## config.mk

```make
export PLATFORM = sky130hd
export DESIGN_NAME = ahsp_port
export DESIGN_NICKNAME = d
export VERILOG_FILES = /design/src/ahsp_pkg.sv /design/src/ahsp_pins_if.sv /design/src/ahsp_pin_sync.sv /design/src/ahsp_port.sv
export SDC_FILE = /design/constraint.sdc
export NUM_CORES = 1
export LEC_CHECK = 0
export ABC_CLOCK_PERIOD_IN_PS = 2000
export BUFFER_PORTS_ARGS = -buffer_cell sky130_fd_sc_hd__buf_2
export CORE_AREA = 2 2 108 110
export CTS_CLUSTER_DIAMETER = 100
export CTS_CLUSTER_SIZE = 28
export DETAILED_ROUTE_END_ITERATION = 12
export DIE_AREA = 0 0 110 112
export RECOVER_POWER = 25
export SYNTH_ARGS = -nofsm -noshare
export SYNTH_HDL_FRONTEND = slang
export SYNTH_HIERARCHICAL = 1
export SYNTH_SLANG_ARGS = --single-unit
```

## constraint.sdc

```tcl
create_clock -name core_clk_i -period 2 [get_ports core_clk_i]
set_input_delay 0.6 -clock core_clk_i [delete_from_list [all_inputs] [get_ports core_clk_i]]
set_output_delay 0.6 -clock core_clk_i [all_outputs]
set_load 0.01 [all_outputs]
```

## src/ahsp_pkg.sv

```systemverilog
// Constants, types and pin map of the converter's serial host port.
// Assumes one core clock that oversamples every host pin (serial clock too).
// Operation
// - EOC output low from sampling end to ready.
// - EOC behaviour only in conversion mode 00.
// - Interrupt falls on ready; frame start clears.
// - Interrupt falling edge forces data output off.
// - Frame sync low at select: wait for pulse.
// - Frame sync falling clears counter, enables input.
// - Input stops at sixteen edges or select rise.
// - Data output off after sixteenth bit.
// - Sleep pin parks analogue; wake on start.
// - Serial clock shifts input and clocks conversion.
// - Words arrive MSB first; top nibble is command.
// - Plain mode samples input on rising edges.
// - Sync mode samples input on falling edges.
// - Data output off until first bit presented.
// - Plain mode advances output on rising edges.
// - Sync mode presents MSB, advances on falling.
// - Frame sync level at select fall picks mode.
// - Result frames send ten result bits, six pad.
// - Config read sends twelve bits after four.
// - Select falling clears counter, drives data output.
// - Start pin low samples; rising starts conversion.
// - Command 1010 writes the configuration word.
package ahsp_pkg;

  localparam int NPINS = 6;
  localparam int PIN_CS = 0;
  localparam int PIN_SCLK = 1;
  localparam int PIN_FS = 2;
  localparam int PIN_SDI = 3;
  localparam int PIN_SST = 4;
  localparam int PIN_SLP = 5;
  // Idle levels of the pins, index order as above.
  localparam logic [NPINS-1:0] PIN_IDLE = 6'h35;

  localparam int RES_W = 10;
  localparam int CFG_W = 12;
  localparam int CMD_W = 4;
  localparam int WORD_W = 16;

  localparam logic [4:0] FRAME_LEN = 5'h10;
  localparam logic [4:0] CMD_LEN = 5'h04;
  localparam logic [4:0] CNT_ZERO = 5'h00;
  localparam logic [4:0] CNT_STEP = 5'h01;
  localparam logic [5:0] RES_PAD = 6'h00;
  localparam logic [3:0] CFG_PAD = 4'h0;

  localparam logic [CMD_W-1:0] CMD_CH_LAST = 4'h7;
  localparam logic [CMD_W-1:0] CMD_SW_PD = 4'h8;
  localparam logic [CMD_W-1:0] CMD_RD_CFG = 4'h9;
  localparam logic [CMD_W-1:0] CMD_WR_CFG = 4'hA;
  localparam logic [CMD_W-1:0] CMD_TST_LO = 4'hB;
  localparam logic [CMD_W-1:0] CMD_TST_HI = 4'hD;

  localparam logic [CFG_W-1:0] CFG_RESET = 12'h000;
  localparam int CFG_MODE_LSB = 5;
  localparam int CFG_INT_BIT = 2;
  localparam logic [1:0] MODE_ONESHOT = 2'h0;

  // Serial clock rising edges one conversion takes.
  localparam logic [7:0] CONV_EDGES = 8'h0B;
  localparam logic [7:0] CCNT_ZERO = 8'h00;
  localparam logic [7:0] CCNT_STEP = 8'h01;

  typedef enum logic [3:0] {
    AHSP_IDLE = 4'h1,
    AHSP_WAITFS = 4'h2,
    AHSP_SHIFT = 4'h4,
    AHSP_DONE = 4'h8
  } ahsp_frame_t;

endpackage : ahsp_pkg

```

## src/ahsp_pins_if.sv

```systemverilog
// Synchronised pin levels and their edge pulses.
// Assumes the producer and consumer share the core clock.
interface ahsp_pins_if;
  logic [ahsp_pkg::NPINS-1:0] lvl;
  logic [ahsp_pkg::NPINS-1:0] rise;
  logic [ahsp_pkg::NPINS-1:0] fall;
  modport src (output lvl, output rise, output fall);
  modport snk (input lvl, input rise, input fall);
endinterface : ahsp_pins_if

```

## src/ahsp_pin_sync.sv

```systemverilog
// Two-flop synchronisers and edge finders for all host pins.
// Assumes pins are asynchronous to the core clock.
module ahsp_pin_sync (
  input wire logic core_clk_i,
  input wire logic rst_i,
  input wire logic [ahsp_pkg::NPINS-1:0] pins_i,
  ahsp_pins_if.src pins
);
  import ahsp_pkg::*;

  typedef struct packed {
    logic [NPINS-1:0] meta;
    logic [NPINS-1:0] lvl;
    logic [NPINS-1:0] dly;
  } ahsp_sync_t;

  ahsp_sync_t s_q;
  ahsp_sync_t s_d;

  // The first stage feeds only the second; edges compare later stages.
  always_comb begin
    s_d.meta = pins_i;
    s_d.lvl = s_q.meta;
    s_d.dly = s_q.lvl;
  end

  always_ff @(posedge core_clk_i) begin
    if (rst_i) begin
      s_q <= {PIN_IDLE, PIN_IDLE, PIN_IDLE};
    end else begin
      s_q <= s_d;
    end
  end

  for (genvar gi = 0; gi < NPINS; gi++) begin : g_pin
    assign pins.lvl[gi] = s_q.lvl[gi];
    assign pins.rise[gi] = s_q.lvl[gi] & ~s_q.dly[gi];
    assign pins.fall[gi] = ~s_q.lvl[gi] & s_q.dly[gi];
  end

endmodule : ahsp_pin_sync

```

## src/ahsp_port.sv

```systemverilog
// Serial host port: framing, command decode, result and config output,
// conversion sequencing, end-of-conversion or interrupt pin, sleep pin.
// Assumes the host drives the serial clock well below a quarter of the
// core clock, and the converter core hands back result_i when asked.
module ahsp_port (
  input wire logic core_clk_i,
  input wire logic rst_i,
  input wire logic cs_n_i,
  input wire logic sclk_i,
  input wire logic sdi_i,
  input wire logic frame_sync_in_i,
  input wire logic sample_start_n_i,
  input wire logic hw_sleep_n_i,
  input wire logic [ahsp_pkg::RES_W-1:0] result_i,
  output logic sdo_o,
  output logic sdo_oe_n_o,
  output logic eoc_int_o,
  output logic [ahsp_pkg::CFG_W-1:0] config_word_o,
  output logic [ahsp_pkg::CMD_W-1:0] cmd_o,
  output logic cmd_valid_o,
  output logic conv_start_o,
  output logic sampling_o,
  output logic analog_off_o
);
  import ahsp_pkg::*;

  typedef struct packed {
    ahsp_frame_t st;
    logic fs_mode;
    logic [4:0] bitcnt;
    logic [WORD_W-1:0] isr;
    logic [WORD_W-1:0] osr;
    logic oe_n;
    logic kill;
    logic [CFG_W-1:0] cfg;
    logic [CMD_W-1:0] cmd;
    logic cmd_v;
    logic [RES_W-1:0] res;
    logic conv;
    logic [7:0] ccnt;
    logic eoc;
    logic sampling;
    logic sample_start_n;
    logic parked;
  } ahsp_core_t;

  ahsp_core_t r_q;
  ahsp_core_t r_d;

  ahsp_pins_if pins_bus ();
  logic [NPINS-1:0] pin_raw;

  assign pin_raw[PIN_CS] = cs_n_i;
  assign pin_raw[PIN_SCLK] = sclk_i;
  assign pin_raw[PIN_FS] = frame_sync_in_i;
  assign pin_raw[PIN_SDI] = sdi_i;
  assign pin_raw[PIN_SST] = sample_start_n_i;
  assign pin_raw[PIN_SLP] = hw_sleep_n_i;

  ahsp_pin_sync u_sync (
    .core_clk_i(core_clk_i),
    .rst_i(rst_i),
    .pins_i(pin_raw),
    .pins(pins_bus)
  );

  logic cs_fall;
  logic cs_rise;
  logic fs_fall;
  logic fs_rise;
  logic fs_lvl;
  logic sclk_rise;
  logic sclk_fall;
  logic sst_fall;
  logic sst_rise;
  logic slp_lvl;
  logic sdi_lvl;
  logic shift_edge;
  logic int_mode;
  logic oneshot;
  logic [WORD_W-1:0] word;
  logic [CMD_W-1:0] nib;
  logic conv_cmd;
  logic [4:0] next_cnt;
  logic [7:0] next_ccnt;

  assign cs_fall = pins_bus.fall[PIN_CS];
  assign cs_rise = pins_bus.rise[PIN_CS];
  assign fs_fall = pins_bus.fall[PIN_FS];
  assign fs_rise = pins_bus.rise[PIN_FS];
  assign fs_lvl = pins_bus.lvl[PIN_FS];
  assign sclk_rise = pins_bus.rise[PIN_SCLK];
  assign sclk_fall = pins_bus.fall[PIN_SCLK];
  assign sst_fall = pins_bus.fall[PIN_SST];
  assign sst_rise = pins_bus.rise[PIN_SST];
  assign slp_lvl = pins_bus.lvl[PIN_SLP];
  assign sdi_lvl = pins_bus.lvl[PIN_SDI];

  // Sync mode works on falling serial clock edges, plain mode on rising.
  assign shift_edge = r_q.fs_mode ? sclk_fall : sclk_rise;
  assign int_mode = r_q.cfg[CFG_INT_BIT];
  assign oneshot = r_q.cfg[CFG_MODE_LSB+1:CFG_MODE_LSB] == MODE_ONESHOT;

  // Incoming bits enter at the bottom, so the first bit ends up as bit 15.
  assign word = {r_q.isr[WORD_W-2:0], sdi_lvl};
  assign nib = word[WORD_W-1:WORD_W-CMD_W];
  assign conv_cmd = (nib <= CMD_CH_LAST) ||
                    ((nib >= CMD_TST_LO) && (nib <= CMD_TST_HI));
  assign next_cnt = r_q.bitcnt + CNT_STEP;
  assign next_ccnt = r_q.ccnt + CCNT_STEP;

  always_comb begin
    logic restart;
    logic go;
    logic done;
    restart = 1'b0;
    go = 1'b0;
    done = 1'b0;
    r_d = r_q;
    r_d.cmd_v = 1'b0;
    r_d.sample_start_n = 1'b0;

    // Sleep pin parks the analogue side; wake needs a fresh start.
    if (!slp_lvl) begin
      r_d.parked = 1'b1;
    end else if (r_q.parked && (cs_fall || sst_fall)) begin
      r_d.parked = 1'b0;
    end

    // Extended sampling under control of the start pin.
    if (sst_fall) begin
      r_d.sampling = 1'b1;
    end
    if (sst_rise) begin
      go = 1'b1;
    end

    case (r_q.st)
      AHSP_IDLE: begin
        if (cs_fall) begin
          r_d.fs_mode = ~fs_lvl;
          restart = 1'b1;
          r_d.st = fs_lvl ? AHSP_SHIFT : AHSP_WAITFS;
        end
      end
      AHSP_WAITFS: begin
        if (fs_fall) begin
          restart = 1'b1;
          r_d.st = AHSP_SHIFT;
        end
      end
      AHSP_SHIFT: begin
        if (r_q.fs_mode && fs_fall) begin
          restart = 1'b1;
        end else if (shift_edge) begin
          r_d.isr = word;
          r_d.bitcnt = next_cnt;
          r_d.osr = {r_q.osr[WORD_W-2:0], 1'b0};
          if (next_cnt == CMD_LEN) begin
            if (word[CMD_W-1:0] == CMD_RD_CFG) begin
              // Later bits carry the config word.
              r_d.osr = {r_q.cfg, CFG_PAD};
            end
          end
          if (next_cnt == FRAME_LEN) begin
            // Input closes and the output lets go after the last bit.
            r_d.oe_n = 1'b1;
            r_d.st = AHSP_DONE;
            done = 1'b1;
          end
        end
      end
      AHSP_DONE: begin
        if (r_q.fs_mode && fs_fall) begin
          restart = 1'b1;
          r_d.st = AHSP_SHIFT;
        end
      end
      default: begin
        r_d.st = AHSP_IDLE;
      end
    endcase

    if (restart) begin
      r_d.bitcnt = CNT_ZERO;
      r_d.osr = {r_q.res, RES_PAD};
      r_d.oe_n = 1'b0;
      r_d.kill = 1'b0;
      r_d.st = AHSP_SHIFT;
      if (r_q.st == AHSP_IDLE && !fs_lvl) begin
        r_d.st = AHSP_WAITFS;
      end
    end

    // A full word is decoded; a frame cut short by select is dropped.
    if (done) begin
      r_d.cmd = nib;
      r_d.cmd_v = 1'b1;
      if (nib == CMD_WR_CFG) begin
        r_d.cfg = word[CFG_W-1:0];
      end
      if (nib == CMD_SW_PD) begin
        r_d.parked = 1'b1;
      end
      if (conv_cmd) begin
        go = 1'b1;
      end
    end

    if (cs_rise) begin
      r_d.st = AHSP_IDLE;
      r_d.oe_n = 1'b1;
    end

    // Interrupt cleared by a new frame; a ready in the same cycle wins.
    if (int_mode && (cs_fall || fs_rise)) begin
      r_d.eoc = 1'b1;
    end

    // Conversion counts serial clock edges, so the host must keep it up.
    if (go) begin
      r_d.conv = 1'b1;
      r_d.ccnt = CCNT_ZERO;
      // A start pin fall in the same cycle opens a new sampling phase.
      r_d.sampling = sst_fall;
      r_d.sample_start_n = 1'b1;
      if (!int_mode && oneshot) begin
        r_d.eoc = 1'b0;
      end
    end else if (r_q.conv && sclk_rise) begin
      r_d.ccnt = next_ccnt;
      if (next_ccnt == CONV_EDGES) begin
        r_d.conv = 1'b0;
        r_d.res = result_i;
        if (int_mode) begin
          r_d.eoc = 1'b0;
          r_d.kill = 1'b1;
        end else begin
          r_d.eoc = 1'b1;
        end
      end
    end

    if (r_d.kill) begin
      r_d.oe_n = 1'b1;
    end
  end

  always_ff @(posedge core_clk_i) begin
    if (rst_i) begin
      r_q <= '0;
      r_q.st <= AHSP_IDLE;
      r_q.oe_n <= 1'b1;
      r_q.eoc <= 1'b1;
      r_q.cfg <= CFG_RESET;
    end else begin
      r_q <= r_d;
    end
  end

  assign sdo_o = r_q.osr[WORD_W-1];
  assign sdo_oe_n_o = r_q.oe_n;
  assign eoc_int_o = r_q.eoc;
  assign config_word_o = r_q.cfg;
  assign cmd_o = r_q.cmd;
  assign cmd_valid_o = r_q.cmd_v;
  assign conv_start_o = r_q.sample_start_n;
  assign sampling_o = r_q.sampling;
  assign analog_off_o = r_q.parked;

endmodule : ahsp_port

```

== Yosys cells after proc, flatten, opt, wreduce, memory -nomap -nowiden ==
Cells that the tools add are included.
Cells by class
  add/sub/neg operators: 2
  order comparisons: 3
  eq/ne operators: 17
  muxes and demuxes: 47
  bitwise logic cells: 18
  reductions and logical operators: 32
Operators with widths (count)
  two-way mux 17 bit: 3
  two-way mux 16 bit: 2
  two-way mux 1 bit: 27
  two-way mux 4 bit: 6
  two-way mux 10 bit: 2
  two-way mux 18 bit: 1
  inequality test 3 bit (second input constant): 6
  equality test 4 bit (second input constant): 4
  one-hot mux 4 bit (4 select lines): 1
  nonzero test 2 bit: 6
  inverter 1 bit: 10
  AND reduction 3 bit: 3
  adder 8 x 1 -> 8 bit (second input constant): 1
  AND 1 bit: 8
  equality test 8 x 4 -> 1 bit (second input constant): 1
  OR reduction 2 bit: 4
  logical AND 1 bit: 7
  two-way mux 3 bit: 2
  AND reduction 2 bit: 3
  AND reduction 6 bit: 1
  adder 5 x 1 -> 5 bit (second input constant): 1
  equality test 5 x 3 -> 1 bit (second input constant): 1
  equality test 5 bit (second input constant): 1
  two-way mux 5 bit: 1
  other kinds (14): 17
Word-level totals
  register bits after elaboration: 100
  input bits: 18
  logic and storage cells: 140

== Longest topological paths before layout ==
Gate-level depths: netlist of run 1.
  depth in word-level cells: 12
  mapped depth: 8
  gate-level depth less buffers: 6

== Modules after synthesis ==
Netlist of run 1, hierarchy kept.
By module, submodules not included
  ahsp_port: instances 1, cells an instance 443, area an instance 3788.6 um^2
  ahsp_pin_sync: instances 1, cells an instance 55, area an instance 619.3 um^2

== Worst setup path after synthesis of run 1 ==
Ideal clock, no wire load.
  path type: register to register
  start: register u_sync/s_q[2] (netlist name)
  end: register r_q[13] (netlist name)
  setup time: 72 ps
  arrival: 1906 ps
  required time: 1928 ps
  slack: 23 ps
  cell stages (with the launch flop): 8
  buffers on the path: 1
  clock period less this slack: 1977 ps
  path through: dfxtp_1 nor2b_1 and3b_1 o21a_4 a41oi_4 nor4b_4 buf_6 mux2i_1
On the way
  longest elaborated chain between the ends: 7
RTL lines
  start: declaration: RTL line ahsp_pin_sync.sv:17  | ahsp_sync_t s_q;
  start signal: assignment: RTL line ahsp_pin_sync.sv:29  | s_q <= {PIN_IDLE, PIN_IDLE, PIN_IDLE};
  AND 1 bit: RTL line ahsp_pin_sync.sv:38  | assign pins.fall[gi] = ~s_q.lvl[gi] & s_q.dly[gi];
  via pins_bus.fall, one bit: RTL line ahsp_pins_if.sv:6  | logic [ahsp_pkg::NPINS-1:0] fall;
  logical AND 1 bit: RTL line ahsp_port.sv:153  | if (r_q.fs_mode && fs_fall) begin
  two-way mux 1 bit: RTL line ahsp_port.sv:153
  two-way mux 1 bit: RTL line ahsp_port.sv:138  | case (r_q.st)
  two-way mux 1 bit: RTL line ahsp_port.sv:196  | if (done) begin
  inverter 1 bit (no source line)
  AND reduction 3 bit (no source line)
  end signal: assignment: RTL line ahsp_port.sv:257  | r_q <= r_d;
  end: declaration: RTL line ahsp_port.sv:47  | ahsp_core_t r_q;
The timed path passes the listed nets, and every way through them passes these cells.
A chain may end at the register's enable or synchronous reset.

== Worst setup path in the final report of run 1 ==
  start: register r_q[74] (netlist name)
  end: register r_q (netlist bit sdo_oe_n_o)
On the way
  longest elaborated chain between the ends: 9
  elaborated cells on any way between the ends: 11
  those cells by class: add/sub (1); eq/ne (1); mux (6); reduce/logical (3)
RTL lines
  adder 5 x 1 -> 5 bit *: RTL line ahsp_port.sv:109  | assign next_cnt = r_q.bitcnt + CNT_STEP;
  equality test 5 bit *: RTL line ahsp_port.sv:165  | if (next_cnt == FRAME_LEN) begin
  two-way mux 1 bit: RTL line ahsp_port.sv:165
  two-way mux 1 bit: RTL line ahsp_port.sv:155  | end else if (shift_edge) begin
  two-way mux 1 bit: RTL line ahsp_port.sv:153
  two-way mux 1 bit: RTL line ahsp_port.sv:138
  two-way mux 1 bit: RTL line ahsp_port.sv:196
  two-way mux 1 bit: RTL line ahsp_port.sv:221  | if (go) begin
  OR reduction 3 bit (no source line)
Mark *: on every way between the ends. The rest lies on a longest branch, timed or not.

==> summary.txt, run 1 <==
Ys Warns: 6
Worst Path Arrival: 2180 ps
Status: complete, no violations
Largest net degree at the start of global routing: 73
Routability cong.: 0.7612
WP data required: 2230 ps
Pre-antenna DRT Iters: 4
Setup slack at placement: 31.43 ps
Final Setup Violations: 0
Min Tclk post-route: 1949 ps
CTS tree: done
PortBufs: 40
Setup CP Type: reg2reg
I/O pins: 41
Vias: 3433
Worst r2r dst: sdo_oe_n_o
Reg2reg path depth: 7
Vias in the first global route: 3207
Max-slew violations: 0
Max Fclk: 513.2 MHz
Slew @ Worst Pin: 439.5 ps
Initial antenna violation count: 0
Layout area overhead: 16.30%
Routed WL per cell: 14.20 um
Clk root buf: clkbuf_16
ANT nets after route: 0
WL final: 9429 um
Ant. Diodes: 0
Syn avg cell area: 8.841 um2
Startpoint types: register
Final hold vios: 0
Synth Instances: 487
DIE HEIGHT: 112 um
Crit path to: sdo_oe_n_o
Fin crit share: 97.43%
Pwr dens: 740.3 nW/um2
Share of cells above drive strength 1: 20.15%
Worst Path Max Fanout: 6
Core area: 11170 um2
Row Count: 39
Util after Layout: 44.81%
Nets: 540
Post-Route Skew: 5.164 ps
DIE AREA: 12320 um2
Initial Util: 38.53%
CTS clk-pin slew, worst paths: 60 ps
Peak VDD IR: 399.0 uV
TritonCTS Sinks: 95
Cts bufs inserted: 9
Lkg Pwr: 1.855 nW
CTS Hold Buffers Added: 0
Grt ovf: 0
Setup ws final: 51.38 ps
Layout fillers: 1107
R2r setup slk: 50 ps
Rel. slew slack: 70.43%
Later-pin clock latency in the skew report: 340 ps
Hpwl dp: 6357 um
Critical path launch point: r_q[74]
Worst setup EP type: register
GRT Util Overall: 15.67%
Synth Net Count: 509
Vias per cell: 5.170
Hold Crit Class: reg2reg
First-pass GRT wire length: 15240 um
Die width: 110 um
RR Startpoint: r_q[74]
Clk buf depth: 2
Mapped Area: 4305 um2
Violation count after the first detailed-route iteration: 215
Tot Pwr: 3.707 mW
Htree depth: 3
# DRC: 0
Max-cap viol count: 0
==> cells in the final DEF (no fill, tap or decap), drive strengths merged, types with 15 or more instances in the layout <==
cell type  count
nand2         67
clkbuf        24
buf           59
nor2          22
o21ai         25
nand3         15
mux2i         17
a21oi         48
dfxtp         95
==> routing by layer <==
metal | routed length, um | share of wire, % | global-route usage (%) | vias to the layer above
li1 | - | - | - | 1742
met1 | 4440 | 47 | 20.17 | 1616
met2 | 4428 | 47 | 24.70 | 61
met3 | 353 | 3.7 | 2.986 | 14
met4 | 206 | 2.2 | 7.932 | 0
met5 | 0 | 0 | 0 | -
==> flip-flops by register name, indices dropped and copies added (netlist names), 4 cells and up <==
signal	count
u_sync/s_q	4
nib	4
u_sync/s_d	6
r_q	52
u_sync/pins.lvl	6
config_word_o	12
cmd_o	4
==> per-stage QoR <==
step | cells | instance area (um2) | hold slack (ps) | TNS (ps)
finish | 664 | 5007 | 404.0 | 0
global route | 664 | 5007 | 415.3 | -24.21
CTS | 657 | 4867 | 403.9 | 0
detailed placement | 643 | 4587 | 389.9 | 0
global placement | 643 | 4587 | 387.6 | 0
floorplan | 487 | 4305 | 383.2 | 0
==> worst max-delay path, stage by stage (launching register included) <==
cell	delay [ps]
dfxtp_4	370
and3_4	210
mux2i_4	330
a41oi_4	170
nor4b_4	160
buf_4	160
clkbuf_16	160
a211o_1	260
==> layout make-up <==
cell class	count	area [um2]	area share [%]
tap	143	178.9	3.573
inverter	6	22.52	0.4498
timing repair buffer	70	462.9	9.245
clock inverter	1	30.03	0.5997
sequential	95	1911	38.16
multi-input combinational	336	2152	42.98
clock buffer	13	250.2	4.998
==> worst min path at each step <==
stage,startpoint,to,slack [ps],depth (start not counted)
floorplan,u_sync/s_d[8],u_sync/pins.lvl[2],380,1
global placement,u_sync/s_d[8],u_sync/pins.lvl[2],390,1
detailed placement,u_sync/s_d[8],u_sync/pins.lvl[2],390,1
CTS,u_sync/s_d[8],u_sync/pins.lvl[2],400,1
global route,u_sync/s_d[11],u_sync/pins.lvl[5],420,1
finish,u_sync/s_d[8],u_sync/pins.lvl[2],400,1
==> repair_timing <==
item	in CTS	in global routing
gates resized for setup	0	21
endpoints found under the setup margin	0	44
setup buffers	0	5
==> report_power, final <==
group | leakage, nW | switching (mW) | internal, mW
clock | 0.136 | 0.670 | 0.990
sequential | 0.771 | 0.0107 | 1.91
combinational | 0.948 | 0.0734 | 0.0534
total | 1.86 | 0.754 | 2.95
Note: power is estimated with default switching activity, not from simulation.
==> inputs of run 2 (changes only) <==
Settings changed: CAP_MARGIN from default to 20, CTS_BUF_LIST from default to sky130_fd_sc_hd__clkbuf_4 sky130_fd_sc_hd__clkbuf_8.
==> run 2 against run 1 <==
Against the previous run:
- utilization is 0.74 points lower
- total power fell by 11%
- clock power down 24%
- via count is 0.20% higher
- global-route usage barely moved
- sequential cell count is the same
- sequential share of layout area rose by 0.67 points
- clock-buffer cell count did not move
- die area stayed put
- non-clock buffer count did not move
- hold slack got worse by 0.74 ps
- clock skew increased by 2.2 ps
- critical endpoint unchanged
- highest routed layer unchanged
==> summary.txt, run 2 (synthesized netlist as in run 1, its figures left out) <==
Status: complete, no violations
Nets: 540
Worst r2r dst: sdo_oe_n_o
CTS Hold Buffers Added: 0
DIE HEIGHT: 112 um
Instance area at placement: 4587 um2
Final hold vios: 0
Slew @ Worst Pin: 461.0 ps
R2r setup slk: 70 ps
ANT nets after route: 0
Vias in the first global route: 3182
Final Setup Violations: 0
Layout area overhead: 14.39%
Later-pin clock latency in the skew report: 370 ps
Lkg Pwr: 1.843 nW
Core area: 11170 um2
Largest register by flop count: r_q
Met2 WL: 4433 um
Max-slew violations: 0
Post-Route Skew: 7.393 ps
Max-cap viol count: 0
Pwr dens: 671.9 nW/um2
# DRC: 0
Setup TNS: 0 ps
Startpoint types: register
Buf/Inv on CP: 2
Clk buf depth: 2
CTS tree: done
Largest register FFs: 52
Worst Path Arrival: 2190 ps
Htree depth: 3
Hold Crit Class: in2reg
Met3 WL: 342 um
Final Cell Area: 4925 um2
CP peak stage delay: 380 ps
Vias per cell: 5.181
Commonest non-fill, non-tap cell in the layout: dfxtp_1
Initial antenna violation count: 0
Largest net degree at the start of global routing: 73
Routability cong.: 0.7612
Share of cells above drive strength 1: 22.26%
Fin crit share: 96.74%
CTS clk-pin slew, worst paths: 80 ps
DR top layer: met4
Min Tclk post-route: 1935 ps
Violation count after the first detailed-route iteration: 187
Vias: 3440
Setup ws final: 65.29 ps
Max Fclk: 516.9 MHz
Die width: 110 um
DIE AREA: 12320 um2
Initial Util: 38.53%
Clk root buf: clkbuf_8
WP data required: 2260 ps
GRT Util Overall: 15.68%
I/O pins: 41
Rel. slew slack: 68.98%
Worst Hold Depth: 2
Util after Layout: 44.07%
Hpwl dp: 6357 um
Worst Path Max Fanout: 6
PortBufs: 40
First-pass GRT wire length: 15210 um
Ant. Diodes: 0
Critical path, cell by cell: and3_4 -> mux2i_4 -> a41oi_4 -> nor4b_4 -> buf_4 -> clkbuf_16 -> a211o_1
Slowest-stage cell, CP: dfxtp_4
Worst setup EP type: register
Delay-heaviest family, CP: compound AO/OA/AOI/OAI gates
Pre-antenna DRT Iters: 4
Hold path start: cs_n_i
Row Count: 39
RR Startpoint: r_q[74]
Routed WL per cell: 14.16 um
Grt ovf: 0
Met1 WL: 4437 um
Setup CP Type: reg2reg
Tot Pwr: 3.309 mW
Most frequent cells in the layout: dfxtp_1 (91), nand2_1 (67), a21oi_1 (48)
Reg2reg path depth: 7
Setup slack at placement: 31.43 ps
Peak VDD IR: 322.4 uV
Cts bufs inserted: 9
TritonCTS Sinks: 95
Hold-critical path endpoint: u_sync/s_d[6]
WL final: 9402 um
==> run 2: cell types whose count changed in the layout (fill, tap and decap cells not counted), sizes merged <==
| cell | before | now |
|---|---|---|
| buf | 59 | 65 |
| clkbuf | 24 | 18 |
==> run 2: power breakdown <==
group          switching (mW)  internal (mW)
clock                   0.621          0.642
sequential             0.0109           1.91
combinational          0.0741         0.0542
total                   0.706           2.60
==> run 2: area by class of cell <==
type	instances	area (um2)
fillers	1119	6250
multi-input cells	336	2152
flip-flops and latches	95	1912
repair buffers	70	469.2
well taps	143	178.9
clock buffers	13	160.2
clock inverters	1	30.03
inverters	6	22.52
==> run 2: layer usage <==
metal  vias up  track usage (%)
met2        56            24.54
li1       1739                -
met5         -                0
met4         0            7.426
met1      1633            20.38
met3        12            3.337
==> run 2: through the flow <==
step	hold slack, ps	instances
5_1_grt	391.5	664
6_report	403.3	664
4_1_cts	383.0	657
2_1_floorplan	383.2	487
3_5_place_dp	389.9	643
3_3_place_gp	387.6	643
==> run 2: timing repair <==
item | 4_1_cts | 5_1_grt
setup endpoints to repair | 0 | 44
buffers inserted | 0 | 5
resized for setup | 0 | 22
==> run 2: worst max-delay path by stage <==
stage	startpoint	endpoint	cells past startpoint	slack (ps)
after floorplan	u_sync/s_q[2]	r_q[13]	7	20
final	r_q[74]	sdo_oe_n_o	7	70
after detailed placement	r_q[74]	r_q[47]	6	30
after global placement	r_q[74]	sdo_oe_n_o	6	70
after global routing	r_q[4]	r_q[14]	7	-10
after CTS	r_q[74]	r_q[47]	6	20
